File: src/shared/cmbx_pkg.sv
// Purpose: shared constants and carrier types for the CAN mailbox control block
// Assumes: one CAN channel, one 50 MHz clock, bus timing handled by the frame engine
// Notes: mode codes are packed as {tx select, rx select, single attempt}
//
// Summary of operation
// - a received frame lands in the lowest-numbered qualifying receive mailbox
// - in operating mode the block never stores a frame it sent itself
// - in self-test mode own frames are stored and acknowledged
// - reset mode wipes all mailbox configuration; bit rate changes only there
// - halt mode stops the bus but keeps every mailbox setting
// - the channel has 32 mailboxes, each usable for any mode
// - a successful transmission sets the mailbox transmit-done flag
// - a normal transmit mailbox retries after lost arbitration or bus error
// - a single-attempt transmit mailbox is tried once and never retried; a frame dropped when the bus is disabled is retried on resumption
// - single-attempt transmit failure sets the abort-done flag
// - a failed single attempt raises no transmit-complete event; software polls
// - an abort taking effect before transmission starts sets abort-done
// - an abort on a frame already on the bus completes on loss or error
// - a frame finishing despite a pending abort sets transmit-done, not abort-done
// - the block withdraws when its identifier loses bitwise arbitration
// - codes: 000 off, 010 rx, 011 single rx, 100 tx, 101 single tx; 11x illegal
package cmbx_pkg;

   localparam int NUM_MBOX = 32;
   localparam int IDX_W = 5;
   localparam int ID_W = 29;
   localparam int FIFO_DEPTH = 4;

   localparam logic [2:0] MODE_OFF = 3'h0;
   localparam logic [2:0] MODE_RX = 3'h2;
   localparam logic [2:0] MODE_RX_SINGLE = 3'h3;
   localparam logic [2:0] MODE_TX = 3'h4;
   localparam logic [2:0] MODE_TX_SINGLE = 3'h5;

   localparam logic [NUM_MBOX-1:0] MBOX_RESET = 32'h00000000;

   typedef enum logic [3:0]
   {
      OPM_OPERATE = 4'h1,
      OPM_RESET = 4'h2,
      OPM_HALT = 4'h4,
      OPM_SELF_TEST = 4'h8
   } cmbx_opmode_type;

   typedef enum logic [2:0]
   {
      TX_IDLE = 3'h1,
      TX_ARB = 3'h2,
      TX_DATA = 3'h4
   } cmbx_txstate_type;

   // control word written by software for one mailbox
   typedef struct packed
   {
      logic tx_mailbox_select;
      logic rx_mailbox_select;
      logic single_attempt_enable;
   } cmbx_ctl_type;

   // per-mailbox state, one bit of each vector per mailbox
   typedef struct packed
   {
      logic [NUM_MBOX-1:0] tx_sel;
      logic [NUM_MBOX-1:0] rx_sel;
      logic [NUM_MBOX-1:0] single;
      logic [NUM_MBOX-1:0] tx_done;
      logic [NUM_MBOX-1:0] abort_done;
      logic [NUM_MBOX-1:0] abort_req;
      logic [NUM_MBOX-1:0] rx_full;
   } cmbx_mbox_type;

   typedef struct packed
   {
      cmbx_ctl_type ctl;
      logic tx_done_flag;
      logic tx_abort_done_flag;
      logic abort_busy;
      logic rx_full;
   } cmbx_status_type;

   typedef struct packed
   {
      logic [IDX_W-1:0] mbox;
      logic [ID_W-1:0] id;
   } cmbx_rx_entry_type;

   localparam int RX_ENTRY_W = IDX_W + ID_W;

endpackage

File: src/core/cmbx_mailbox_ctrl.sv
// Purpose: transmit and receive control for the 32 mailboxes of one CAN channel
// Assumes: an external frame engine serialises frames and runs the acceptance filter
// Notes: the engine reports per-bit arbitration samples and frame outcomes
`timescale 1ns/100ps
module cmbx_mailbox_ctrl
   import cmbx_pkg::*;
(
   input wire logic clk,                          // 50 MHz block clock
   input wire logic reset_n,                      // asynchronous reset, active low
   input wire cmbx_opmode_type op_mode,           // operate, reset, halt or self-test
   input wire logic ctl_wr,                       // write strobe for a control word
   input wire logic [IDX_W-1:0] ctl_idx,          // mailbox addressed by write and read
   input wire cmbx_ctl_type ctl_wdata,            // new control word
   output cmbx_status_type ctl_rdata,             // registered status of ctl_idx
   output logic [NUM_MBOX-1:0] tx_done_flag,      // per-mailbox transmit done
   output logic [NUM_MBOX-1:0] tx_abort_done_flag, // per-mailbox abort done
   output logic [NUM_MBOX-1:0] abort_busy,        // abort waiting on the bus outcome
   output logic tx_complete_event,                // one-cycle pulse on a good send
   output logic bus_enable,                       // channel may take part on the bus
   output logic tx_start,                         // one-cycle pulse; tx_mbox takes the mailbox to send at the next edge
   output logic [IDX_W-1:0] tx_mbox,              // mailbox being sent
   output logic tx_active,                        // a frame of ours is on the bus
   output logic arb_lost,                         // one-cycle pulse on withdrawal
   input wire logic bit_strobe,                   // sample point of a bus bit
   input wire logic arb_field,                    // bit belongs to the arbitration field
   input wire logic own_bit,                      // bit we are sending
   input wire logic bus_bit,                      // bit seen on the bus
   input wire logic tx_ok,                        // frame ended without error
   input wire logic bus_err,                      // bus error during our frame
   input wire logic rx_valid,                     // engine offers a received frame
   output logic rx_ready,                         // frame taken this cycle
   input wire logic [ID_W-1:0] rx_id,             // identifier of the frame
   input wire logic rx_own,                       // frame was sent by this node
   input wire logic [NUM_MBOX-1:0] rx_match,      // filter match per mailbox
   output logic ack_drive,                        // one-cycle request to drive ACK
   output logic rx_out_valid,                     // placed frame waiting
   input wire logic rx_out_ready,                 // consumer takes the placed frame
   output cmbx_rx_entry_type rx_out_data          // mailbox number and identifier
);

   // ******************************************************************
   // reset release
   // ******************************************************************
   logic rst_meta, rst_n;

   always_ff @(posedge clk or negedge reset_n)
   begin
      if (!reset_n)
      begin
         rst_meta <= 1'b0;
         rst_n <= 1'b0;
      end
      else
      begin
         rst_meta <= 1'b1;
         rst_n <= rst_meta;
      end
   end

   // ******************************************************************
   // mailbox state and frame sequencing
   // ******************************************************************
   cmbx_mbox_type mb, next_mb;
   cmbx_txstate_type state, next_state;
   logic [IDX_W-1:0] cur, next_cur;
   logic next_tx_complete_event, next_ack_drive;
   cmbx_status_type next_ctl_rdata;
   logic [NUM_MBOX-1:0] pending, qual;
   logic lost_now, tx_fail, tx_success, abort_write, cur_is_target;
   logic rx_take, rx_accept, rx_push;
   logic [IDX_W-1:0] pend_idx, rx_idx;
   logic fifo_in_ready;

   function automatic logic [IDX_W-1:0] lowest(input logic [NUM_MBOX-1:0] v);
      logic [IDX_W-1:0] r;
      r = '0;
      for (int i = NUM_MBOX - 1; i >= 0; i--)
      begin
         if (v[i])
         begin
            r = IDX_W'(i);
         end
      end
      return r;
   endfunction

   assign bus_enable = (op_mode == OPM_OPERATE) || (op_mode == OPM_SELF_TEST);
   // code 11x is illegal, so a mailbox with both selects never sends
   assign pending = mb.tx_sel & ~mb.rx_sel & ~mb.tx_done & ~mb.abort_done
                    & ~mb.abort_req;
   assign pend_idx = lowest(pending);
   assign lost_now = (state == TX_ARB) && bit_strobe && arb_field
                     && own_bit && !bus_bit;
   assign tx_fail = (state != TX_IDLE) && (lost_now || bus_err);
   assign tx_success = (state == TX_DATA) && tx_ok && !bus_err;
   assign cur_is_target = (state != TX_IDLE) && (cur == ctl_idx);
   assign abort_write = ctl_wr && mb.tx_sel[ctl_idx] && !ctl_wdata.tx_mailbox_select
                        && !mb.tx_done[ctl_idx] && !mb.abort_done[ctl_idx];

   // a receive mailbox in single mode stops taking frames once it holds one
   assign qual = mb.rx_sel & ~mb.tx_sel & rx_match & ~(mb.single & mb.rx_full);
   assign rx_idx = lowest(qual);
   assign rx_ready = fifo_in_ready;
   assign rx_take = rx_valid && rx_ready;
   assign rx_accept = bus_enable && !(rx_own && (op_mode != OPM_SELF_TEST));
   assign rx_push = rx_take && rx_accept && (|qual);

   assign tx_done_flag = mb.tx_done;
   assign tx_abort_done_flag = mb.abort_done;
   assign abort_busy = mb.abort_req;
   assign tx_mbox = cur;
   assign tx_active = (state != TX_IDLE);
   assign arb_lost = lost_now;
   assign tx_start = (state == TX_IDLE) && bus_enable && (|pending);

   always_comb
   begin
      next_mb = mb;
      next_state = state;
      next_cur = cur;
      next_tx_complete_event = 1'b0;
      next_ack_drive = 1'b0;
      // software write first, so that a same-cycle hardware event wins
      if (ctl_wr)
      begin
         next_mb.tx_sel[ctl_idx] = ctl_wdata.tx_mailbox_select;
         next_mb.rx_sel[ctl_idx] = ctl_wdata.rx_mailbox_select;
         next_mb.single[ctl_idx] = ctl_wdata.single_attempt_enable;
         next_mb.tx_done[ctl_idx] = 1'b0;
         next_mb.abort_done[ctl_idx] = 1'b0;
         next_mb.rx_full[ctl_idx] = 1'b0;
         if (abort_write && cur_is_target)
         begin
            next_mb.abort_req[ctl_idx] = 1'b1;
         end
         else if (abort_write)
         begin
            next_mb.abort_done[ctl_idx] = 1'b1;
         end
      end
      case (state)
         TX_IDLE:
         begin
            if (tx_start)
            begin
               next_cur = pend_idx;
               next_state = TX_ARB;
            end
         end
         TX_ARB:
         begin
            if (tx_fail)
            begin
               next_state = TX_IDLE;
            end
            else if (!arb_field)
            begin
               next_state = TX_DATA;
            end
         end
         TX_DATA:
         begin
            if (tx_fail || tx_success)
            begin
               next_state = TX_IDLE;
            end
         end
         default:
         begin
            next_state = TX_IDLE;
         end
      endcase
      if (tx_success)
      begin
         next_mb.tx_done[cur] = 1'b1;
         next_mb.abort_req[cur] = 1'b0;
         next_mb.abort_done[cur] = 1'b0;
         next_tx_complete_event = 1'b1;
      end
      else if (tx_fail && (mb.single[cur] || mb.abort_req[cur] || abort_write && cur_is_target))
      begin
         // no transmit-complete event here; software must poll the flags
         next_mb.abort_done[cur] = 1'b1;
         next_mb.abort_req[cur] = 1'b0;
      end
      // a plain failure leaves the mailbox pending, so it is picked again
      if (rx_push)
      begin
         next_mb.rx_full[rx_idx] = 1'b1;
      end
      if (rx_take && rx_accept && rx_own && (|qual))
      begin
         next_ack_drive = 1'b1;
      end
      if (!bus_enable)
      begin
         // a frame in flight is dropped and retried on resumption
         next_state = TX_IDLE;
         next_tx_complete_event = 1'b0;
         // an abort waiting on a dropped frame ends here, else the box would never free
         if ((state != TX_IDLE) && next_mb.abort_req[cur])
         begin
            next_mb.abort_done[cur] = 1'b1;
            next_mb.abort_req[cur] = 1'b0;
         end
      end
      if (op_mode == OPM_RESET)
      begin
         next_mb = '{default: MBOX_RESET};
      end
      next_ctl_rdata.ctl.tx_mailbox_select = next_mb.tx_sel[ctl_idx];
      next_ctl_rdata.ctl.rx_mailbox_select = next_mb.rx_sel[ctl_idx];
      next_ctl_rdata.ctl.single_attempt_enable = next_mb.single[ctl_idx];
      next_ctl_rdata.tx_done_flag = next_mb.tx_done[ctl_idx];
      next_ctl_rdata.tx_abort_done_flag = next_mb.abort_done[ctl_idx];
      next_ctl_rdata.abort_busy = next_mb.abort_req[ctl_idx];
      next_ctl_rdata.rx_full = next_mb.rx_full[ctl_idx];
   end

   always_ff @(posedge clk or negedge rst_n)
   begin
      if (!rst_n)
      begin
         mb <= '{default: MBOX_RESET};
         state <= TX_IDLE;
         cur <= '0;
         tx_complete_event <= 1'b0;
         ack_drive <= 1'b0;
         ctl_rdata <= '0;
      end
      else
      begin
         mb <= next_mb;
         state <= next_state;
         cur <= next_cur;
         tx_complete_event <= next_tx_complete_event;
         ack_drive <= next_ack_drive;
         ctl_rdata <= next_ctl_rdata;
      end
   end

   // ******************************************************************
   // placed-frame buffer
   // ******************************************************************
   // a full buffer stalls the engine rather than dropping a placed frame
   cmbx_fifo #(.WIDTH(RX_ENTRY_W), .DEPTH(FIFO_DEPTH)) u_rx_fifo
   (
      .clk(clk),
      .rst_n(rst_n),
      .in_valid(rx_push),
      .in_ready(fifo_in_ready),
      .in_data({rx_idx, rx_id}),
      .out_valid(rx_out_valid),
      .out_ready(rx_out_ready),
      .out_data(rx_out_data)
   );

   logic [NUM_MBOX-1:0] below_mask;
   assign below_mask = (NUM_MBOX'(1) << rx_idx) - NUM_MBOX'(1);
endmodule

File: src/core/cmbx_fifo.sv
// Purpose: small valid/ready FIFO for placed receive frames
// Assumes: single clock, synchronised active-low reset copy, applied asynchronously
// Notes: full and empty come straight from the occupancy count
`timescale 1ns/100ps
module cmbx_fifo
#(
   parameter int WIDTH = 8,
   parameter int DEPTH = 4
)
(
   input wire logic clk,                  // block clock
   input wire logic rst_n,                // synchronised reset, active low
   input wire logic in_valid,             // writer offers a word
   output logic in_ready,                 // room for a word
   input wire logic [WIDTH-1:0] in_data,  // word to store
   output logic out_valid,                // a word is waiting
   input wire logic out_ready,            // reader takes the word
   output logic [WIDTH-1:0] out_data      // oldest word
);

   localparam int PTR_W = $clog2(DEPTH);
   localparam int CNT_W = $clog2(DEPTH + 1);

   logic [WIDTH-1:0] mem [DEPTH];
   logic [WIDTH-1:0] next_mem [DEPTH];
   logic [PTR_W-1:0] wr_ptr, next_wr_ptr;
   logic [PTR_W-1:0] rd_ptr, next_rd_ptr;
   logic [CNT_W-1:0] count, next_count;
   logic push, pop;

   assign in_ready = (count != CNT_W'(DEPTH));
   assign out_valid = (count != '0);
   assign out_data = mem[rd_ptr];
   assign push = in_valid & in_ready;
   assign pop = out_valid & out_ready;

   always_comb
   begin
      next_mem = mem;
      next_wr_ptr = wr_ptr;
      next_rd_ptr = rd_ptr;
      next_count = count;
      if (push)
      begin
         next_mem[wr_ptr] = in_data;
         next_wr_ptr = (wr_ptr == PTR_W'(DEPTH - 1)) ? '0 : wr_ptr + 1'b1;
      end
      if (pop)
      begin
         next_rd_ptr = (rd_ptr == PTR_W'(DEPTH - 1)) ? '0 : rd_ptr + 1'b1;
      end
      if (push && !pop)
      begin
         next_count = count + 1'b1;
      end
      else if (pop && !push)
      begin
         next_count = count - 1'b1;
      end
   end

   always_ff @(posedge clk or negedge rst_n)
   begin
      if (!rst_n)
      begin
         for (int i = 0; i < DEPTH; i++)
         begin
            mem[i] <= '0;
         end
         wr_ptr <= '0;
         rd_ptr <= '0;
         count <= '0;
      end
      else
      begin
         mem <= next_mem;
         wr_ptr <= next_wr_ptr;
         rd_ptr <= next_rd_ptr;
         count <= next_count;
      end
   end

endmodule

File: config.mk
export PLATFORM = sky130hd
export DESIGN_NAME = cmbx_mailbox_ctrl
export DESIGN_NICKNAME = d
export VERILOG_FILES = /design/src/shared/cmbx_pkg.sv /design/src/core/cmbx_mailbox_ctrl.sv /design/src/core/cmbx_fifo.sv
export SDC_FILE = /design/constraint.sdc
export NUM_CORES = 1
export LEC_CHECK = 0
export CAP_MARGIN = 5
export CORE_UTILIZATION = 25
export CTS_BUF_LIST = sky130_fd_sc_hd__clkbuf_4 sky130_fd_sc_hd__clkbuf_8
export CTS_CLUSTER_DIAMETER = 100
export DETAILED_ROUTE_END_ITERATION = 7
export DONT_BUFFER_PORTS = 1
export PLACE_DENSITY_LB_ADDON = 0.05
export SYNTH_ARGS = -nofsm -noshare
export SYNTH_HDL_FRONTEND = slang
export SYNTH_SLANG_ARGS = --single-unit
File: constraint.sdc
create_clock -name clk -period 14.2 [get_ports clk]
set_input_delay 0.71 -clock clk [delete_from_list [all_inputs] [get_ports clk]]
set_output_delay 0.71 -clock clk [all_outputs]
set_load 0.03 [all_outputs]
==> flow_summary.rst <==
.. list-table::
   :header-rows: 1

   * - Metric
     - Value
   * - Residual antenna-violating net count after detailed routing
     - 0
   * - Final setup TNS
     - 0 ns
   * - Top delay family on crit path
     - compound AO/OA/AOI/OAI gates
   * - Max-cap check violation count
     - 0
   * - CP Capture Type
     - flop
   * - Cell Chain, Critical Path
     - buf_4 -> nand3b_1 -> a211oi_1 -> a2111oi_0 -> a21oi_1 -> nor3_1 -> a21oi_1 -> nor2_1 -> o2111ai_1 -> or3_1 -> o21ai_2 -> buf_4 -> a221oi_1 -> nor4_1 -> a2111oi_2 -> nand4_1
   * - Startpoint type of the worst setup path
     - flop
   * - Root buffer cell
     - sky130_fd_sc_hd__clkbuf_8
   * - Cell with the most instances after synthesis
     - sky130_fd_sc_hd__nand2_1
   * - Number of hold violations in the final report
     - 0
   * - Insertion delay to the later sink of the worst-skew pair
     - 0.80 ns
   * - Clk pwr share
     - 0.313
   * - Fraction of met2 tracks used by global routing
     - 0.454
   * - Final weighted congestion in routability-driven placement
     - 0.960
   * - Share of total power consumed by net switching
     - 0.414
   * - Critical Path Max Stage Delay
     - 0.94 ns
   * - Leakage Power
     - 10.7 nW
   * - Initial standard-cell utilization of the core
     - 0.253
   * - Comb power frac
     - 0.326
   * - Maximum level of the CTS H-tree
     - 3
   * - Data arrival time of the worst path
     - 7.45 ns
   * - Number of gates on the worst path with buffers counted
     - 16
   * - Worst Tran Pin Value
     - 1.16 ns
   * - Worst setup skew after layout
     - 0.0727 ns
   * - Startpoint of the most critical setup path
     - tx_mbox[4]$_DFFE_PN0P_
   * - Fin Hold WS
     - 0.101 ns
   * - Global route total overflow
     - 0
   * - CTS tree
     - yes
   * - Maximum number of pins on one net before global-route repair
     - 138
   * - Number of instances in the placed design
     - 3641
   * - Tcrit/Tclk final
     - 0.480
   * - Worst hold path class
     - input port to flop
   * - Clock sink total
     - 386
   * - Gr usage total
     - 0.284
   * - Cell Rows
     - 111
   * - Final setup violation count
     - 0
   * - Hold path startpoint
     - ctl_wdata[0]
   * - Max FO, Critical Path
     - 25
   * - Area enclosed by the die boundary
     - 0.0942 mm^2
   * - Number of max-slew violations in the final report
     - 0
   * - Critical-path top delay cell
     - sky130_fd_sc_hd__a2111oi_2
   * - Highest attainable clock frequency
     - 147 MHz
   * - Proportion of synthesized chip area in sequential cells
     - 0.415
   * - Synth Net Count
     - 2676
   * - Area inside the core boundary
     - 0.0919 mm^2
   * - Internal cell power
     - 2.52 mW
   * - Total power divided by cell area
     - 167 mW/mm^2
   * - Least setup slack across all paths after layout
     - 7.38 ns
   * - Number of top-level design ports
     - 235
   * - Post-CTS clock slew at the launch and capture registers of the worst setup and hold paths
     - 0.06 ns
   * - HPWL Detailed
     - 101 mm
   * - Total chip power
     - 4.31 mW
   * - Post-Synthesis Cell Area
     - 0.0233 mm^2
   * - Number of vias per cell after detailed routing
     - 5.78
   * - Count of synthesis-stage warnings from yosys
     - 0
   * - Category of the most critical setup path
     - flop to flop
   * - Biggest area consumer among synthesized cells
     - sky130_fd_sc_hd__dfrtp_1
   * - Post-layout instance count excluding filler cells
     - 3793
   * - Number of buffers created by CTS
     - 82
   * - Port bufs
     - 0
   * - Seq pwr share
     - 0.361
   * - Cells on worst reg2reg path
     - 16
   * - Total iterations of the first detailed-routing run
     - 6
   * - EDFF count, synth
     - 0
   * - Die width
     - 307 um
   * - Fill cell count
     - 9875
   * - Final #Nets
     - 2575
   * - Worst-case vdd ir drop
     - 0.0782 mV
   * - Number of global-route vias before repair
     - 21999
   * - Worst Path Required
     - 14.83 ns
   * - Worst hold stages
     - 2
   * - Pre-CTS setup slack
     - 7.31 ns
   * - Unrepaired setup endpoints after global routing
     - false
   * - Number of buffer and inverter instances along the worst setup path
     - 2
   * - Clock Path Buffers
     - 3
   * - Total Routed Length
     - 136 mm
   * - Fraction of post-synthesis cell area in the top cell type by area
     - 0.414
   * - Proportion of register bits with asynchronous set or reset after synthesis
     - 1.00
   * - Start of the worst register-to-register path
     - tx_mbox[4]$_DFFE_PN0P_
   * - Initial antenna violation count
     - 6
   * - Syn_area_per_cell
     - 9.00 um^2
   * - Number of flip-flops and latches in the synthesized netlist
     - 386
   * - Met3 layer usage reported by global route
     - 0.0603
   * - Most instantiated flip-flop cell in the synthesis netlist
     - sky130_fd_sc_hd__dfrtp_1
   * - Min Tclk post-route
     - 6.82 ns
   * - Count of distinct cell types in the synthesized netlist
     - 93
   * - Die Ht
     - 307 um
   * - Share of post-route cells with drive strength above 1
     - 0.176
   * - DRC violation count after routing
     - 0
   * - Slew margin rel.
     - 0.222
   * - Routed len/inst
     - 35.7 um
   * - Biggest area contributors in the synthesized netlist
     - sky130_fd_sc_hd__dfrtp_1 41%, sky130_fd_sc_hd__nand2_1 7.2%, sky130_fd_sc_hd__mux2_2 6.0%
   * - Number of DRC markers in iteration 0
     - 2406
   * - Instance count of the mapped netlist
     - 2584
   * - Global Route met1 Usage
     - 0.364
   * - Status
     - finished clean
   * - Most Used Layer, Global Route
     - met2
   * - Routed via count
     - 21929
   * - Number of buffers inserted to repair setup after CTS
     - 0
   * - Switching Power
     - 1.79 mW
   * - Global-route wire length before repair
     - 186 mm
   * - Area grow syn2layout
     - 11.3%
   * - Most frequent cells after synthesis
     - 446 x sky130_fd_sc_hd__nand2_1, 385 x sky130_fd_sc_hd__dfrtp_1, 288 x sky130_fd_sc_hd__nor2_1, 229 x sky130_fd_sc_hd__a21oi_1, 124 x sky130_fd_sc_hd__mux2_2
## metrics by stage
step	util	area (um^2)
floorplan	-	23300
global placement	0.262	24000
detailed placement	0.262	24100
CTS	0.281	25900
global route	0.281	25900
finish	0.281	25900
## cell type report
cell class                 instances  area, um^2  share of cell area
antenna                            5        12.5            0.000483
tap                             1243        1560              0.0601
clock buffer                     124        1580              0.0609
clock inverter                    22         229             0.00885
timing repair buffer              73         588              0.0227
inverter                          19        71.3             0.00276
sequential                       386        9670               0.374
multi-input combinational       1921       12200               0.471
## registers in the layout (all words and copies together), names as in the netlist, 2 cells and up
signal              count
u_rx_fifo.count         3
tx_done_flag           32
mb                    128
ctl_rdata               7
u_rx_fifo.rd_ptr        2
u_rx_fifo.mem         136
tx_mbox                 5
u_rx_fifo.wr_ptr        2
tx_abort_done_flag     32
abort_busy             32
state                   3
## power groups by stage
stage | sequential, mW | clock, mW | combinational, mW
2_1_floorplan | 1.46 | 0 | 1.00
3_3_place_gp | 1.56 | 0 | 1.39
3_5_place_dp | 1.57 | 0 | 1.39
4_1_cts | 1.55 | 1.39 | 1.40
5_1_grt | 1.58 | 1.44 | 1.48
6_report | 1.56 | 1.35 | 1.40
## worst register-to-register path, delay by kind of cell (launching register included)
| family | cells | cell delay (ns) |
|---|---|---|
| and+or+nand+nor | 6 | 1.64 |
| DFF | 1 | 0.68 |
| AOI/OAI and AO/OA | 8 | 3.69 |
| buffers and inverters | 2 | 0.69 |
## logic make-up after synthesis
kind of cell    Yosys count  synth area share
simple gates           1034             0.199
compound gates          644             0.178
flops                   386             0.415
buf+inv                 277            0.0633
mux                     226             0.136
xor+xnor                  9           0.00339
fa+ha+maj                 7           0.00409
other cells               1          0.000161
## cells in the final DEF, fill, tap and decap left out, drive strengths merged, types with 22 or more instances in the layout
| cell | count |
|---|---|
| a21oi | 229 |
| o22ai | 22 |
| nor2 | 288 |
| nand4 | 25 |
| mux4 | 60 |
| o21ai | 100 |
| nand3 | 67 |
| dfrtp | 385 |
| a22oi | 51 |
| inv | 24 |
| mux2 | 125 |
| buf | 72 |
| clkbuf | 124 |
| a31oi | 28 |
| nor3 | 56 |
| nand2 | 446 |
| mux2i | 41 |
| a211oi | 66 |
| nor4 | 28 |
## worst paths after layout
check	endpoint	slack (ns)
worst max-delay path	ctl_rdata[2]$_DFF_PN0_	7.38
worst min-delay path	mb[144]$_DFF_PN0_	0.10
worst max register to register	ctl_rdata[2]$_DFF_PN0_	7.38
worst min register to register	rst_n$_DFF_PN0_	0.34
max in group asynchronous	abort_busy[10]$_DFF_PN0_	12.26
min in group asynchronous	rst_n$_DFF_PN0_	0.19
## layer usage
layer	up-vias	wire, um
li1	9145	-
met1	11412	56100
met2	1105	62700
met3	261	10100
met4	6	6590
met5	-	44
## timing repair
item                                   in CTS  in global routing
resized for setup                           0                  0
endpoints found under the hold margin       2                  0
hold buffers                                1                  0
(Power assumes the default switching activity.)
